`src/core/mgmt_timing_pkg.sv`:
```
// package of constants and types for the module management timing block
//
// Notes on behaviour
// - after power-up the block is fully functional within 2000 ms
// - a reset pin low longer than 2 us is always taken as a reset
// - the serial bus is answered within 2000 ms of power-up
// - within 2000 ms data-not-ready clears and the interrupt pin asserts
// - after the reset pin rises, fully functional within 2000 ms
// - fully functional means interrupt asserted because data-not-ready cleared
// - low-power pin high gives the lower power level within 100 us
// - interrupt pin driven low within 200 ms of any triggering condition
// - flags clear on read; interrupt pin released within 500 us after
// - receive loss sets its flag and asserts interrupt within 100 ms
// - transmit fault sets its flag and asserts interrupt within 200 ms
// - any other condition sets its flag and asserts interrupt within 200 ms
// - a mask bit set stops its source asserting interrupt within 100 ms
// - a mask bit cleared resumes that source within 100 ms
// - bus answered within 100 us of select low; host waits that long
// - bus no longer answered within 100 us of select released
// - power-down bit set gives the lower power level within 100 ms
// - power-down bit cleared gives full function within 300 ms
// - clearing-read timing starts at first falling bus clock after stop
// - mask or power-down write timing starts at first falling clock after stop
package mgmt_timing_pkg;

    localparam int CLK_KHZ            = 100000;
    localparam int INIT_TIME_MS       = 2000;
    localparam int INIT_CYCLES        = INIT_TIME_MS * CLK_KHZ;
    localparam int RESET_PULSE_US     = 2;
    localparam int RESET_PULSE_CYCLES = (RESET_PULSE_US * CLK_KHZ + 999) / 1000;
    localparam int SELECT_TIME_US     = 100;
    localparam int SELECT_CYCLES      = SELECT_TIME_US * CLK_KHZ / 1000;
    localparam int INT_RELEASE_US     = 500;
    localparam int INT_RELEASE_CYCLES = INT_RELEASE_US * CLK_KHZ / 1000;

    localparam logic [3:0]  ADDR_STATUS  = 4'h0;
    localparam logic [3:0]  ADDR_FLAGS   = 4'h1;
    localparam logic [3:0]  ADDR_MASK    = 4'h2;
    localparam logic [3:0]  ADDR_CONTROL = 4'h3;

    localparam int STATUS_NOT_READY_BIT = 0;
    localparam int STATUS_LOW_POWER_BIT = 1;
    localparam int STATUS_RESPOND_BIT   = 2;
    localparam int STATUS_INT_PIN_BIT   = 3;
    localparam int CONTROL_PDOWN_BIT    = 0;

    localparam int FLAG_W         = 17;
    localparam int FLAG_READY_BIT = 16;
    localparam logic [FLAG_W-1:0] MASK_RESET    = 17'h00000;
    localparam logic [FLAG_W-1:0] FLAGS_RESET   = 17'h00000;
    localparam logic              CONTROL_RESET = 1'b0;

    // flag sources, packed in the same order as the flag register
    typedef struct packed {
        logic [7:0] other;
        logic [3:0] fault;
        logic [3:0] los;
    } events_t;

    // pins from outside the clock domain, synchronised together
    typedef struct packed {
        logic int_level;
        logic low_power;
        logic select_n;
        logic reset_n;
    } pins_t;

    typedef enum logic [1:0] {
        ST_HOLD,
        ST_INIT,
        ST_READY
    } mgmt_state_t;

endpackage

```
`src/core/mgmt_timing.sv`:
```
// management control and status timing of the pluggable module
//
// The implementer's own choices: the register addresses and the Avalon-MM slave port.
module mgmt_timing
    import mgmt_timing_pkg::*;
#(
    parameter int INIT_COUNT  = INIT_CYCLES,
    parameter int PULSE_COUNT = RESET_PULSE_CYCLES
) (
    input  wire logic        mclk,
    input  wire logic        reset_n,
    input  wire logic [3:0]  address,
    input  wire logic        read,
    input  wire logic        write,
    input  wire logic [31:0] writedata,
    output logic      [31:0] readdata,
    output logic             waitrequest,
    input  wire logic        reset_pin_n,
    input  wire logic        module_select_n,
    input  wire logic        low_power_pin,
    input  wire logic        interrupt_pin_n_in,
    output logic             interrupt_pin_n_out,
    output logic             interrupt_pin_n_oe,
    input  wire events_t     events,
    output logic             bus_respond,
    output logic             low_power_active,
    output logic             data_not_ready
);
    pins_t pins_raw;
    pins_t pins;

    assign pins_raw = '{int_level: interrupt_pin_n_in, low_power: low_power_pin,
                        select_n: module_select_n, reset_n: reset_pin_n};

    // reset pin and select idle high, low power idles low
    pin_sync #(
        .W   (4),
        .RST (4'hb)
    ) u_sync (
        .mclk    (mclk),
        .reset_n (reset_n),
        .d       (pins_raw),
        .q       (pins)
    );

    // state machine and init timer
    mgmt_state_t state;
    mgmt_state_t next_state;
    logic [31:0] init_count;
    logic [31:0] next_init_count;
    logic [31:0] low_count;
    logic [31:0] next_low_count;
    logic        ready_event;

    always_comb begin
        next_state      = state;
        next_init_count = init_count;
        next_low_count  = pins.reset_n ? 32'h0 : low_count + 32'h1;
        ready_event     = 1'b0;
        if (!pins.reset_n && low_count >= 32'(PULSE_COUNT - 1)) begin
            next_low_count = low_count;
        end
        case (state)
            ST_HOLD: begin
                next_init_count = 32'h0;
                if (pins.reset_n) begin
                    next_state = ST_INIT;
                end
            end
            ST_INIT: begin
                next_init_count = init_count + 32'h1;
                if (init_count >= 32'(INIT_COUNT - 1)) begin
                    next_state  = ST_READY;
                    ready_event = 1'b1;
                end
            end
            ST_READY: begin
                next_init_count = 32'h0;
            end
            default: begin
                next_state = ST_HOLD;
            end
        endcase
        // a pulse longer than the minimum always holds the block
        if (!pins.reset_n && low_count >= 32'(PULSE_COUNT - 1)) begin
            next_state      = ST_HOLD;
            next_init_count = 32'h0;
            ready_event     = 1'b0;
        end
    end

    always_ff @(posedge mclk or negedge reset_n) begin
        if (!reset_n) begin
            state      <= ST_INIT;
            init_count <= 32'h0;
            low_count  <= 32'h0;
        end else begin
            state      <= next_state;
            init_count <= next_init_count;
            low_count  <= next_low_count;
        end
    end

    // register bus: one wait cycle, then answer
    logic                ack;
    logic                next_ack;
    logic [31:0]         next_readdata;
    logic [FLAG_W-1:0]   flags;
    logic [FLAG_W-1:0]   next_flags;
    logic [FLAG_W-1:0]   mask;
    logic [FLAG_W-1:0]   next_mask;
    logic                pdown;
    logic                next_pdown;
    logic [FLAG_W-1:0]   events_prev;
    logic [FLAG_W-1:0]   rise;
    logic                flags_read;
    logic                taken_write;

    function automatic logic [31:0] status_word(input logic nr, input logic lp,
                                                input logic rsp, input logic pin);
        logic [31:0] w;
        w = 32'h0;
        w[STATUS_NOT_READY_BIT] = nr;
        w[STATUS_LOW_POWER_BIT] = lp;
        w[STATUS_RESPOND_BIT]   = rsp;
        w[STATUS_INT_PIN_BIT]   = pin;
        return w;
    endfunction

    assign waitrequest = (read || write) && !ack;
    assign flags_read  = ack && read && address == ADDR_FLAGS;
    assign taken_write = ack && write;
    assign rise        = {1'b0, events} & ~events_prev;

    always_comb begin
        next_ack      = (read || write) && !ack;
        next_readdata = readdata;
        if ((read || write) && !ack) begin
            next_readdata = 32'h0;
        end
        if (read && !ack) begin
            case (address)
                ADDR_STATUS:  next_readdata = status_word(data_not_ready, low_power_active,
                                                          bus_respond, pins.int_level);
                ADDR_FLAGS:   next_readdata = {15'h0, flags};
                ADDR_MASK:    next_readdata = {15'h0, mask};
                ADDR_CONTROL: next_readdata = {31'h0, pdown};
                default:      next_readdata = 32'h0;
            endcase
        end
    end

    // clearing happens at the taking edge, before any bus reference edge
    always_comb begin
        next_flags = flags;
        next_mask  = mask;
        next_pdown = pdown;
        // only bits the host was shown are cleared, so a flag set in the wait cycle is kept
        if (flags_read) begin
            next_flags = flags & ~readdata[FLAG_W-1:0];
        end
        // a new event in the clearing cycle survives
        next_flags = next_flags | rise;
        if (ready_event) begin
            next_flags[FLAG_READY_BIT] = 1'b1;
        end
        if (taken_write && address == ADDR_MASK) begin
            next_mask = writedata[FLAG_W-1:0];
        end
        if (taken_write && address == ADDR_CONTROL) begin
            next_pdown = writedata[CONTROL_PDOWN_BIT];
        end
        if (state == ST_HOLD) begin
            next_flags = FLAGS_RESET;
        end
    end

    always_ff @(posedge mclk or negedge reset_n) begin
        if (!reset_n) begin
            ack         <= 1'b0;
            readdata    <= 32'h0;
            flags       <= FLAGS_RESET;
            mask        <= MASK_RESET;
            pdown       <= CONTROL_RESET;
            events_prev <= '0;
        end else begin
            ack         <= next_ack;
            readdata    <= next_readdata;
            flags       <= next_flags;
            mask        <= next_mask;
            pdown       <= next_pdown;
            events_prev <= {1'b0, events};
        end
    end

    // pin side outputs, all from flops
    logic irq;
    logic next_irq;
    logic next_respond;
    logic next_low_power;
    logic next_not_ready;

    always_comb begin
        next_irq       = |(flags & ~mask);
        next_respond   = state == ST_READY && !pins.select_n;
        next_low_power = pins.low_power || pdown;
        next_not_ready = state != ST_READY;
    end

    always_ff @(posedge mclk or negedge reset_n) begin
        if (!reset_n) begin
            irq              <= 1'b0;
            bus_respond      <= 1'b0;
            low_power_active <= 1'b0;
            data_not_ready   <= 1'b1;
        end else begin
            irq              <= next_irq;
            bus_respond      <= next_respond;
            low_power_active <= next_low_power;
            data_not_ready   <= next_not_ready;
        end
    end

    // open drain: only ever pulls low
    assign interrupt_pin_n_out = 1'b0;
    assign interrupt_pin_n_oe  = irq;
endmodule

```
`src/core/pin_sync.sv`:
```
// three-stage pin synchroniser with agreement filter
module pin_sync
    import mgmt_timing_pkg::*;
#(
    parameter int          W   = 4,
    parameter logic [W-1:0] RST = '0
) (
    input  wire logic         mclk,
    input  wire logic         reset_n,
    input  wire logic [W-1:0] d,
    output logic      [W-1:0] q
);
    logic [W-1:0] s1;
    logic [W-1:0] s2;
    logic [W-1:0] s3;
    logic [W-1:0] next_q;

    // s1 feeds only s2; the filter looks at s2 and s3
    always_comb begin
        for (int i = 0; i < W; i++) begin
            next_q[i] = (s2[i] == s3[i]) ? s3[i] : q[i];
        end
    end

    always_ff @(posedge mclk or negedge reset_n) begin
        if (!reset_n) begin
            s1 <= RST;
            s2 <= RST;
            s3 <= RST;
            q  <= RST;
        end else begin
            s1 <= d;
            s2 <= s1;
            s3 <= s2;
            q  <= next_q;
        end
    end
endmodule

```
`config.mk`:
```
export PLATFORM = sky130hd
export DESIGN_NAME = mgmt_timing
export DESIGN_NICKNAME = d
export VERILOG_FILES = /design/src/core/mgmt_timing_pkg.sv /design/src/core/mgmt_timing.sv /design/src/core/pin_sync.sv
export SDC_FILE = /design/constraint.sdc
export NUM_CORES = 1
export LEC_CHECK = 0
export BUFFER_PORTS_ARGS = -buffer_cell sky130_fd_sc_hd__buf_4
export CAP_MARGIN = 20
export CORE_ASPECT_RATIO = 1.2
export CORE_MARGIN = 4
export CORE_UTILIZATION = 56
export CTS_BUF_LIST = sky130_fd_sc_hd__clkbuf_16
export DETAILED_ROUTE_END_ITERATION = 6
export HOLD_SLACK_MARGIN = 0.08
export PLACE_DENSITY = 0.82
export SLEW_MARGIN = 20
export SYNTH_ARGS = -nofsm -noshare
export SYNTH_HDL_FRONTEND = slang
export SYNTH_SLANG_ARGS = --single-unit
export TNS_END_PERCENT = 100
```
`constraint.sdc`:
```
create_clock -name mclk -period 5.2 [get_ports mclk]
set_clock_uncertainty 0.1 [all_clocks]
set_input_delay 1.04 -clock mclk [delete_from_list [all_inputs] [get_ports mclk]]
set_output_delay 1.04 -clock mclk [all_outputs]
set_load 0.01 [all_outputs]
```
Word-level counts from Yosys, hierarchy flattened
Index checks and enable logic that the tools add are counted.

word-level totals
  register bits = 170
  input bits = 60
  output and inout bits = 38
  logic and storage cells = 81

operators by class
  add/subtract/negate cells = 2
  order comparisons = 2
  equality and inequality tests = 13
  muxes and demuxes = 16
  bitwise logic cells = 7
  reductions and logical operators = 21

operators with widths
  cell                                                                 count
  two-way mux 32 bit                                                   4
  one-hot mux 17 bit (4 select lines)                                  1
  adder 32 x 1 -> 32 bit, second input constant                        2
  one-hot mux 32 bit (2 select lines)                                  1
  bitwise AND 17 bit                                                   2
  two-way mux 17 bit                                                   2
  NOT 17 bit                                                           2
  greater-or-equal comparator 32 x 28 -> 1 bit, second input constant  1
  greater-or-equal comparator 32 x 8 -> 1 bit, second input constant   1
  bitwise AND 16 x 17 -> 17 bit                                        1
  NOT 16 -> 17 bit                                                     1
  OR 17 bit                                                            1
  OR reduction 17 bit                                                  1
  logical AND 1 bit                                                    9
  equality test 4 x 2 -> 1 bit, second input constant                  2
  two-way mux 2 bit                                                    3
  one-hot mux 2 bit (3 select lines)                                   1
  equality test 1 bit                                                  4
  equality test 4 x 1 -> 1 bit, second input constant                  1
  zero test 4 bit                                                      1
  two-way mux 1 bit                                                    4
  != test 2 bit, second input constant                                 2
  zero test 1 bit                                                      3
  != test 3 x 2 -> 1 bit, second input constant                        1
  9 further kinds                                                      10

Longest topological paths before layout
  depth in word-level cells = 6
  depth in mapped cells = 8

Hierarchy
From an unflattened synthesis, not the netlist that was laid out.

second synthesis, totals
  cells, all modules = 599
  area, all modules = 6,582.6 µm²

by module, submodules not included
  module       times used  cells each  area an instance (µm²)
  mgmt_timing  1           579         6,122.1
  pin_sync     1           20          460.4

Least setup slack after synthesis
No wires, ideal clock.

  path type = input-to-output
  start = in read
  end = out waitrequest
  arrival time = 1.850 ns
  required time = 4.060 ns
  setup slack = 2.210 ns
  cell stages on the path = 3
  path through = o21bai_1 -> clkbuf_1 -> inv_1

between the ends
  word-level cells in the longest chain between the ends = 2

RTL lines
  element             RTL line            RTL
  start: declaration  mgmt_timing.sv:13   input wire logic read,
  logical OR 1 bit    mgmt_timing.sv:130  assign waitrequest = (read || write) && !ack;
  logical AND 1 bit   mgmt_timing.sv:130
  end: declaration    mgmt_timing.sv:17   output logic waitrequest,

No other way between the ends.

Worst setup path in the final report
  start = in address[1]
  end = reg mask[14]

between the ends
  word-level cells in the longest chain between the ends = 2

RTL lines
  element                       RTL line            RTL
  start: declaration            mgmt_timing.sv:12   input wire logic [3:0] address,
  equality test 4 x 2 -> 1 bit  mgmt_timing.sv:167  if (taken_write && address == ADDR_MASK) begin
  logical AND 1 bit             mgmt_timing.sv:167
  end signal: assignment        mgmt_timing.sv:190  mask <= next_mask;
  end: declaration              mgmt_timing.sv:110  logic [FLAG_W-1:0] mask;

No other way between the ends.
A chain may end at the register's enable or synchronous reset.

==> flow_summary.ini <==
[power]
power_leakage_nw = 3.57
cellPowerDensity_nw_per_um2 = 409
ir_drop_uv = 239

[cts]
cts_max_path_buffers = 2
cts_buffers = 17
cts.clk_slew.worst_paths_ps = 60
postCtsHoldBufs = 0
root_buffer = clkbuf_16
htreeDepth = 4
clock-sinks = 155
post-cts-setup-buffers = 0
ctsResizeCount = 0
clk_latency_ps = 410
tritoncts = built

[placed_design]
dp.cells = 804
dp_slack_ps = 1570
hpwl_um = 8970
port_buffers = 66
gp_congestion = 0.823

[die]
core_area_um2 = 11500
io_pins = 98
die_w_um = 107
start_util_pct = 56.8
die_y_um = 126
rows = 43
dieArea_um2 = 13500

[setup_path]
reg2reg_setup_slack_ps = 2630
endpoint = mask[14]$_DFFE_PN0P_
cp_top_family = simple AND/OR/NAND/NOR gates
cp_slowest_cell = and3_1
critPathLaunchType = primary input
cp.required_ps = 5390
timing.rr.start = low_count[0]$_DFFE_PN0N_
path_buf_inv = 1
crit_chain = buf_4, nor2b_1, and2_0, and3_1, mux2_2
path_max_fanout = 21
rr_endpoint = init_count[29]$_DFFE_PN0P_
r2r.worst_path.cells = 6
startpoint = address[1]
arrival_ps = 3440
cpPeakStageDelay_ps = 850
end_kind = flip-flop
critical_path_class = in -> reg
cp.depth = 5

[final_layout]
area_growth_pct = 18.2
num_antenna_cells = 0
nets = 728
stdcell_count = 836
fillers = 832
drive_gt1_share_pct = 20.5
final_core_util_pct = 67.2

[min_path]
hold_class = reg -> reg

[global_route]
grt_max_degree = 126
antenna_found_initial = 0
grt_pass1_wl_um = 23400
first_global_vias = 4722
grtUsageTotal_pct = 21.7
grt_overflow_total = 0

[synthesis]
syn_area_um2 = 6540
ys.flop_type = dfrtp_1
yosys_warnings = 0
ys_ff_latch = 155
synth.distinct_cells = 52
yosys.area.top_type = dfrtp_1
post-synth-top-count-cell = dfrtp_1
synth_edf_count = 0
synthCells = 598
synth_common_cells = dfrtp_1 (141), nor2_1 (62), nand2_1 (54)
synth_area_per_cell_um2 = 10.9
yosysTopAreaCellShare_pct = 53.9
netlist_top_cells_area = dfrtp_1 (54%), dfstp_2 (5.6%), nor2b_1 (4.3%)
yosysSeqAreaShare_pct = 59.6
synthArstFlopShare_pct = 100

[sta]
fin_crit_ps = 3250
tightestPinTransition_ps = 940
finalSetupViolations = 0
rsz0062_at_grt = false
finalHoldViolations = 0
relSlewSlack_pct = 37.4
layout_setup_ws_ps = 1950
final_max_slew_viol_count = 0
fin_setup_tns_ps = 0
period_share_pct = 62.4
max_clock_freq_mhz = 308

[route]
remaining_drc_errors = 0
ant_nets = 0
drt_wl_total_um = 13700
viasPerCell = 5.55
wire_per_inst_um = 16.4
dr.pass1.iters = 5
vias = 4641
drt_iter0_drc = 439

[flow_run]
maxCapViolations = 0

[status]
status = finished clean
==> registers in the layout, indices dropped and copies added, names as in the netlist, 2 cells and up <==
name         cells
u_sync.s2        4
u_sync.s1        4
low_count       32
readdata        17
init_count      32
u_sync.q         4
mask            17
u_sync.s3        4
events_prev     16
flags           17
state            2
==> metal layers <==
metal / global-route usage [%] / part of all wire (%)
met5: 0 / 0
met4: 8.05 / 1.6
met3: 5.55 / 5.6
met2: 36.0 / 52
met1: 27.5 / 41
==> worst min-delay path by stage <==
stage | cells after the start | slack, ps | from | end
after CTS | 0 | 250 | u_sync.s1[2]$_DFF_PN0_ | u_sync.s2[2]$_DFF_PN0_
after global routing | 0 | 260 | u_sync.s1[0]$_DFF_PN1_ | u_sync.s2[0]$_DFF_PN1_
after floorplan | 0 | 230 | u_sync.s1[2]$_DFF_PN0_ | u_sync.s2[2]$_DFF_PN0_
final | 0 | 250 | u_sync.s1[2]$_DFF_PN0_ | u_sync.s2[2]$_DFF_PN0_
after global placement | 0 | 240 | u_sync.s1[2]$_DFF_PN0_ | u_sync.s2[2]$_DFF_PN0_
after detailed placement | 0 | 240 | u_sync.s1[2]$_DFF_PN0_ | u_sync.s2[2]$_DFF_PN0_
==> cell families (layout without fill, tap and decap cells) <==
logic type	after synthesis	after routing	synth area share [%]
AOI/OAI and AO/OA	85	85	7.75
DFF	155	155	59.6
other	1	16	0.0573
buffers and inverters	59	125	4.46
xor gates and xnor gates	30	30	4.02
adders and majority gates	6	6	0.994
muxes	22	22	3.86
and+or+nand+nor	240	240	19.3
==> metrics by stage <==
stage / instance area (µm²) / hold slack, ps / power, mW
final: 7740 / 250 / 3.17
after global routing: 7740 / 261 / 3.31
after CTS: 7730 / 253 / 3.18
after detailed placement: 7130 / 240 / 1.91
after global placement: 7120 / 236 / 1.87
after floorplan: 6600 / 231 / 1.73
==> layout make-up <==
cell class / count / area, µm² / share of cell area [%]
flip-flops and latches: 155 / 3900 / 50.4
multi-input cells: 399 / 2420 / 31.3
repair buffers: 70 / 532 / 6.87
clock buffers: 17 / 425 / 5.50
well taps: 157 / 196 / 2.54
clock inverters: 15 / 181 / 2.35
inverters: 23 / 86.3 / 1.12
==> cell usage in the layout (no fill, tap or decap), types with 4 or more instances in the layout <==
| cell type | Yosys | final |
|---|---|---|
| buf_4 | 16 | 69 |
| nor4_1 | 10 | 10 |
| nor2_1 | 62 | 62 |
| nand3_1 | 18 | 18 |
| mux2i_1 | 5 | 5 |
| inv_1 | 23 | 24 |
| dfrtp_1 | 141 | 141 |
| nand4_1 | 12 | 12 |
| o21ai_0 | 24 | 24 |
| and3_1 | 10 | 10 |
| nor2b_1 | 45 | 45 |
| maj3_1 | 4 | 4 |
| bufinv_16 | 0 | 4 |
| xnor2_1 | 8 | 8 |
| a22oi_1 | 13 | 13 |
| xor2_1 | 22 | 22 |
| conb_1 | 1 | 16 |
| o22ai_1 | 8 | 8 |
| dfstp_2 | 14 | 14 |
| mux2_2 | 16 | 16 |
| nand2_1 | 54 | 54 |
| a21oi_1 | 28 | 28 |
| clkbuf_16 | 0 | 17 |
==> power by group <==
group          internal (mW)  switching, mW  leakage [nW]
combinational          0.171          0.242          1.27
sequential              1.35          0.134          2.00
clock                  0.794          0.475         0.292
Note: power is estimated with default switching activity, not from simulation.
